## src/core/rx_path_timeout_monitor_pkg.sv

```systemverilog
package rx_path_timeout_monitor_pkg;
   // ----------------------------------------
   // Sizes
   // ----------------------------------------
   localparam int NUM_PATHS = 4;
   localparam int PATH_W = 2;
   localparam int MBX_BYTES = 8;
   localparam int SLAVE_W = 5;
   localparam int NUM_SLAVES = 32;
   localparam int TMO_W = 32;
   localparam int CHK_HDR_SINGLE = 1;
   localparam int CHK_HDR_BCAST = 2;
   localparam logic [TMO_W-1:0] TMO_RESET = 32'h0000_0000;
   localparam logic [7:0] BYTE_CLEAR = 8'h00;

   // ----------------------------------------
   // Carriers
   // ----------------------------------------
   typedef logic [MBX_BYTES-1:0][7:0] mbx_t;

   typedef struct packed {
      logic valid;
      logic crc_ok;
      logic from_master;
      logic broadcast;
      logic [PATH_W-1:0] path;
      logic [15:0] check_info;
      mbx_t data;
   } rx_msg_t;

   typedef struct packed {
      logic [NUM_PATHS-1:0][TMO_W-1:0] cnt;
      logic [NUM_PATHS-1:0] fault;
      logic [NUM_PATHS-1:0] seen;
      logic [NUM_PATHS-1:0][MBX_BYTES-1:0][7:0] mbx_a;
      logic [NUM_PATHS-1:0][MBX_BYTES-1:0][7:0] mbx_b;
      logic [NUM_SLAVES-1:0] src_err;
      logic [NUM_PATHS-1:0] accept_p;
      logic [NUM_PATHS-1:0] expire_p;
   } mon_state_t;
endpackage : rx_path_timeout_monitor_pkg

```

## src/core/rx_path_timeout_monitor.sv

```systemverilog
`timescale 1ns/1ps
module rx_path_timeout_monitor (
   input wire logic clk_sys,
   input wire logic rstn,
   input wire logic [rx_path_timeout_monitor_pkg::TMO_W-1:0] safety_timeout,
   input wire logic [rx_path_timeout_monitor_pkg::NUM_PATHS-1:0] path_enable,
   input wire logic [rx_path_timeout_monitor_pkg::NUM_PATHS-1:0][rx_path_timeout_monitor_pkg::SLAVE_W-1:0] path_src,
   input wire rx_path_timeout_monitor_pkg::rx_msg_t msg_a,
   input wire rx_path_timeout_monitor_pkg::rx_msg_t msg_b,
   input wire logic mailbox_path_check,
   input wire logic [rx_path_timeout_monitor_pkg::PATH_W-1:0] check_path,
   input wire logic [rx_path_timeout_monitor_pkg::NUM_SLAVES-1:0] err_clear,
   output logic [rx_path_timeout_monitor_pkg::NUM_PATHS-1:0][rx_path_timeout_monitor_pkg::MBX_BYTES-1:0][7:0] mbx_a,
   output logic [rx_path_timeout_monitor_pkg::NUM_PATHS-1:0][rx_path_timeout_monitor_pkg::MBX_BYTES-1:0][7:0] mbx_b,
   output logic [rx_path_timeout_monitor_pkg::NUM_PATHS-1:0] path_fault,
   output logic [rx_path_timeout_monitor_pkg::NUM_SLAVES-1:0] src_err,
   output logic [rx_path_timeout_monitor_pkg::NUM_PATHS-1:0] accept_pulse,
   output logic [rx_path_timeout_monitor_pkg::NUM_PATHS-1:0] expire_pulse
);
   rx_path_timeout_monitor_pkg::mon_state_t s_q;
   rx_path_timeout_monitor_pkg::mon_state_t s_d;

   // ----------------------------------------
   // Next state
   // ----------------------------------------
   always_comb begin
      logic good_a;
      logic good_b;
      logic tmo_hit;
      good_a = 1'b0;
      good_b = 1'b0;
      tmo_hit = 1'b0;
      s_d = s_q;
      s_d.accept_p = '0;
      s_d.expire_p = '0;
      s_d.src_err = s_q.src_err & ~err_clear;
      for (int p = 0; p < rx_path_timeout_monitor_pkg::NUM_PATHS; p++) begin
         good_a = msg_a.valid && msg_a.crc_ok && !msg_a.from_master && (int'(msg_a.path) == p);
         good_b = msg_b.valid && msg_b.crc_ok && !msg_b.from_master && (int'(msg_b.path) == p);
         if (!path_enable[p]) begin
            s_d.cnt[p] = safety_timeout;
            s_d.seen[p] = 1'b0;
         end else if (good_a || good_b) begin
            s_d.cnt[p] = safety_timeout;
            s_d.seen[p] = 1'b1;
            s_d.fault[p] = 1'b0;
            s_d.accept_p[p] = 1'b1;
         end else begin
            tmo_hit = (s_q.cnt[p] <= 32'h0000_0001);
            if (tmo_hit && !s_q.fault[p]) begin
               s_d.fault[p] = 1'b1;
               s_d.expire_p[p] = 1'b1;
               s_d.mbx_a[p] = '0;
               s_d.mbx_b[p] = '0;
               s_d.src_err[path_src[p]] = 1'b1;
            end else if (!tmo_hit) begin
               s_d.cnt[p] = s_q.cnt[p] - 32'h0000_0001;
            end
         end
         if (good_a) begin
            s_d.mbx_a[p] = msg_a.data;
            s_d.mbx_a[p][0] = msg_a.check_info[7:0];
            if (msg_a.broadcast) begin
               s_d.mbx_a[p][1] = msg_a.check_info[15:8];
            end
         end
         if (good_b) begin
            s_d.mbx_b[p] = msg_b.data;
            s_d.mbx_b[p][0] = msg_b.check_info[7:0];
            if (msg_b.broadcast) begin
               s_d.mbx_b[p][1] = msg_b.check_info[15:8];
            end
         end
         if (mailbox_path_check && (int'(check_path) == p) && s_q.fault[p]) begin
            s_d.mbx_b[p] = s_d.mbx_a[p];
         end
      end
   end

   // ----------------------------------------
   // State register
   // ----------------------------------------
   always_ff @(posedge clk_sys or negedge rstn) begin
      if (!rstn) begin
         s_q <= '0;
      end else begin
         s_q <= s_d;
      end
   end

   assign mbx_a = s_q.mbx_a;
   assign mbx_b = s_q.mbx_b;
   assign path_fault = s_q.fault;
   assign src_err = s_q.src_err;
   assign accept_pulse = s_q.accept_p;
   assign expire_pulse = s_q.expire_p;

   for (genvar g = 0; g < rx_path_timeout_monitor_pkg::NUM_PATHS; g++) begin : g_chk

   end

   for (genvar g = 0; g < rx_path_timeout_monitor_pkg::NUM_PATHS; g++) begin : g_more

   end
endmodule : rx_path_timeout_monitor

```

## config.mk

```make
export PLATFORM = sky130hd
export DESIGN_NAME = rx_path_timeout_monitor
export DESIGN_NICKNAME = d
export VERILOG_FILES = /design/src/core/rx_path_timeout_monitor_pkg.sv /design/src/core/rx_path_timeout_monitor.sv
export SDC_FILE = /design/constraint.sdc
export NUM_CORES = 1
export LEC_CHECK = 0
export ABC_AREA = 0
export BUFFER_PORTS_ARGS = -buffer_cell sky130_fd_sc_hd__buf_2
export CAP_MARGIN = 20
export CORE_AREA = 2 2 317 319
export DETAILED_ROUTE_END_ITERATION = 6
export DIE_AREA = 0 0 319 321
export SYNTH_ARGS = -nofsm -noshare
export SYNTH_HDL_FRONTEND = slang
export SYNTH_SLANG_ARGS = --single-unit
```

## constraint.sdc

```tcl
create_clock -name clk_sys -period 4.45 [get_ports clk_sys]
set_input_delay 1.335 -clock clk_sys [delete_from_list [all_inputs] [get_ports clk_sys]]
set_output_delay 1.335 -clock clk_sys [all_outputs]
set_load 0.03 [all_outputs]
```

==> impl_metrics.toml <==
[global_routing]
grt_usage_pct = 26.9
grt_overflow = 0
grt_max_degree = 70
antenna_found_initial = 6
grt_pass1_vias = 28900
grt_pass1_wl_mm = 204

[sta]
tns_ns = 0
max_freq_mhz = 273
finalMaxSlewViolations = 0
period_minus_slack_ns = 3.66
maxSlewHeadroom_pct = 29.5
rsz0062_at_grt = "no"
setup_viol = 0
hold_viol_final = 0
min_period_over_period_pct = 82.3
tightest_slew_ns = 1.03
finClkSkew_ns = 0.0252

[yosys]
synth_edf_count = 0
ys_async_sr_fraction_pct = 100
synth-main-ff-cell = "dfrtp_1"
syn_area_um2 = 35800
ys_ff_latch = 684
synthTopCellsByCount = "dfrtp_1 (684), buf_4 (557), nand2_1 (362)"
synth_area_per_cell_um2 = 9.80
yosys.area_share.xor_xnor_pct = 2.74
synthAdderAreaFrac_pct = 0.280
synthMostInstantiatedCell = "dfrtp_1"
synth.distinct_cells = 61
yosys.area_share.simple_pct = 14.8
synth_cells = 3655
synth-compound-area-share_pct = 14.6
yosys-mux-area-fraction_pct = 5.17
synth_area_leaders = "dfrtp_1 (48%), buf_4 (12%), mux2i_1 (5.2%)"
synth_top_area_share_pct = 47.8
yosysWarnings = 0
synth_top_family_by_area = "simple AND/OR/NAND/NOR gates"
yosysTopAreaCell = "dfrtp_1"
ys_seq_area_share_pct = 47.8
synth_nets = 3928

[placement]
gp_congestion = 0.935
numPortBuffers = 804
hpwl_mm = 97.8
placed_cells = 5076

[setup_path]
crit_chain = "or4_1 > or4b_1 > or4_1 > buf_4 > nor3_1 > buf_4 > a221oi_1 > o21ai_0"
cp_slowest_cell = "or4b_1"
critPathMaxStageDelay_ns = 0.63
path_class = "reg -> reg"
endpoint_kind = "register"
setup.worst_path.start_class = "register"
worstPathMaxFanout = 29
crit_required_ns = 5.00
worstPathArrival_ns = 4.21

[detailed_routing]
vias = 29500
drt-initial-drc-count = 2997
vias_per_cell = 5.66
drc_errors = 0
wl_per_cell_um = 27.2
first_pass_iters = 6
ant_nets = 0
wirelength_mm = 142

[final_layout]
layout-drive-gt1-share_pct = 27.6
area_growth_pct = 13.0
fillers = 9817
instances_no_fill = 5225
nets = 4133

[cts]
cts_tree = "built"
cts.repair.resized = 0
clk_pin_slew_worst_paths_ns = 0.06
hold_buffers = 0
cts-root-buf = "clkbuf_16"
clk_latency_ns = 0.65
cts_inserted_buffers = 80
cts.sinks = 684
cts_setup_buffers = 0
cts_max_level = 3
max-clock-path-buffers = 3

[status]
status = "finished clean"

[die]
die_x_um = 319
design.die.area_um2 = 102000
fp.dieH_um = 321
io_pins = 821
rows = 116
core_area_um2 = 99300
start_util_pct = 36.1

[power]
p_per_area_nw_per_um2 = 521
p_leak_nw = 20.0
vdd_drop_max_uv = 283

[hold_path]
hold_class = "reg -> reg"

[job]
drv_cap = 0
## path summary, 6_finish.rpt
path | from | end | slack (ns) | cells after the start
max | s_q[562] | src_err[7] | 0.79 | 8
min | mbx_b[36] | mbx_b[36] | 0.49 | 1
max reg2reg | s_q[562] | src_err[7] | 0.79 | 8
min reg2reg | mbx_b[36] | mbx_b[36] | 0.49 | 1
max in group asynchronous | rstn | mbx_b[212] | 2.64 | 3
min in group asynchronous | rstn | s_q[589] | 0.72 | 1
## state kept, by name (all words and copies together), names as in the netlist
register / count
src_err: 32
s_q: 128
mbx_b: 256
expire_pulse: 4
path_fault: 4
accept_pulse: 4
mbx_a: 256
## report_power, final
group	internal (W)	leakage (nW)	switching [W]
registers	0.00737	8.62	0.000818
clock network	0.00417	1.37	0.00284
logic	0.00172	9.96	0.00415
total	0.0133	20.0	0.00781
## cell type report
class / count / area (µm²) / share of cell area [%]
Antenna cell: 4 / 10.0 / 0.0247
Clock buffer: 110 / 2310 / 5.70
Clock inverter: 35 / 470 / 1.16
Inverter: 36 / 135 / 0.334
Multi-Input combinational cell: 2155 / 13600 / 33.7
Sequential cell: 684 / 17100 / 42.3
Tap cell: 1298 / 1620 / 4.01
Timing Repair Buffer: 903 / 5160 / 12.8
## cells by family after synthesis
| logic type | Yosys count |
|---|---|
| mux | 185 |
| simple gates | 1116 |
| compound gates | 734 |
| flops | 684 |
| xor+xnor | 112 |
| buf+inv | 816 |
| fa+ha+maj | 8 |
## stage by stage
step	total power, W	hold slack [ns]	instance area (µm²)	util (%)	worst slack (ns)
final	0.0211	0.487	40500	40.8	0.789
after global placement	0.0140	0.464	37700	37.9	0.434
after floorplan	0.0132	0.457	35800	-	0.869
after global routing	0.0219	0.504	40500	40.7	0.645
after detailed placement	0.0141	0.473	37700	37.9	0.412
after CTS	0.0212	0.487	40400	40.7	0.802
## layout by cell type, fill, tap and decap left out, types with 18 or more instances in the layout
master,n
buf_2,803
dfrtp_1,684
nand2_1,361
nor2_1,314
o21ai_0,228
mux2i_1,185
a221o_1,136
a21oi_1,85
clkbuf_16,81
xnor2_1,80
nand3_1,75
nor3_1,71
buf_4,68
and3_1,60
a22o_1,57
o211ai_1,57
a211o_1,56
nor4_1,55
inv_1,36
xor2_1,32
buf_12,31
o22ai_1,30
a221oi_1,28
or3_1,27
or4_1,20
nand2b_1,18
## routing by layer
layer	up-vias	track usage [%]	part of all wire, %
met4	4	11.6	4.6
li1	12800	-	-
met5	-	0	0.024
met2	1540	42.1	45
met3	329	6.25	8.2
met1	14800	35.6	42
## worst max-delay path, delay by kind of cell, from the launching register on
kind	cells	cell delay [ns]
buffers and inverters	2	0.53
and+or+nand+nor	4	2.38
DFF	1	0.45
AOI/OAI and AO/OA	2	0.20
(Power assumes the default switching activity.)
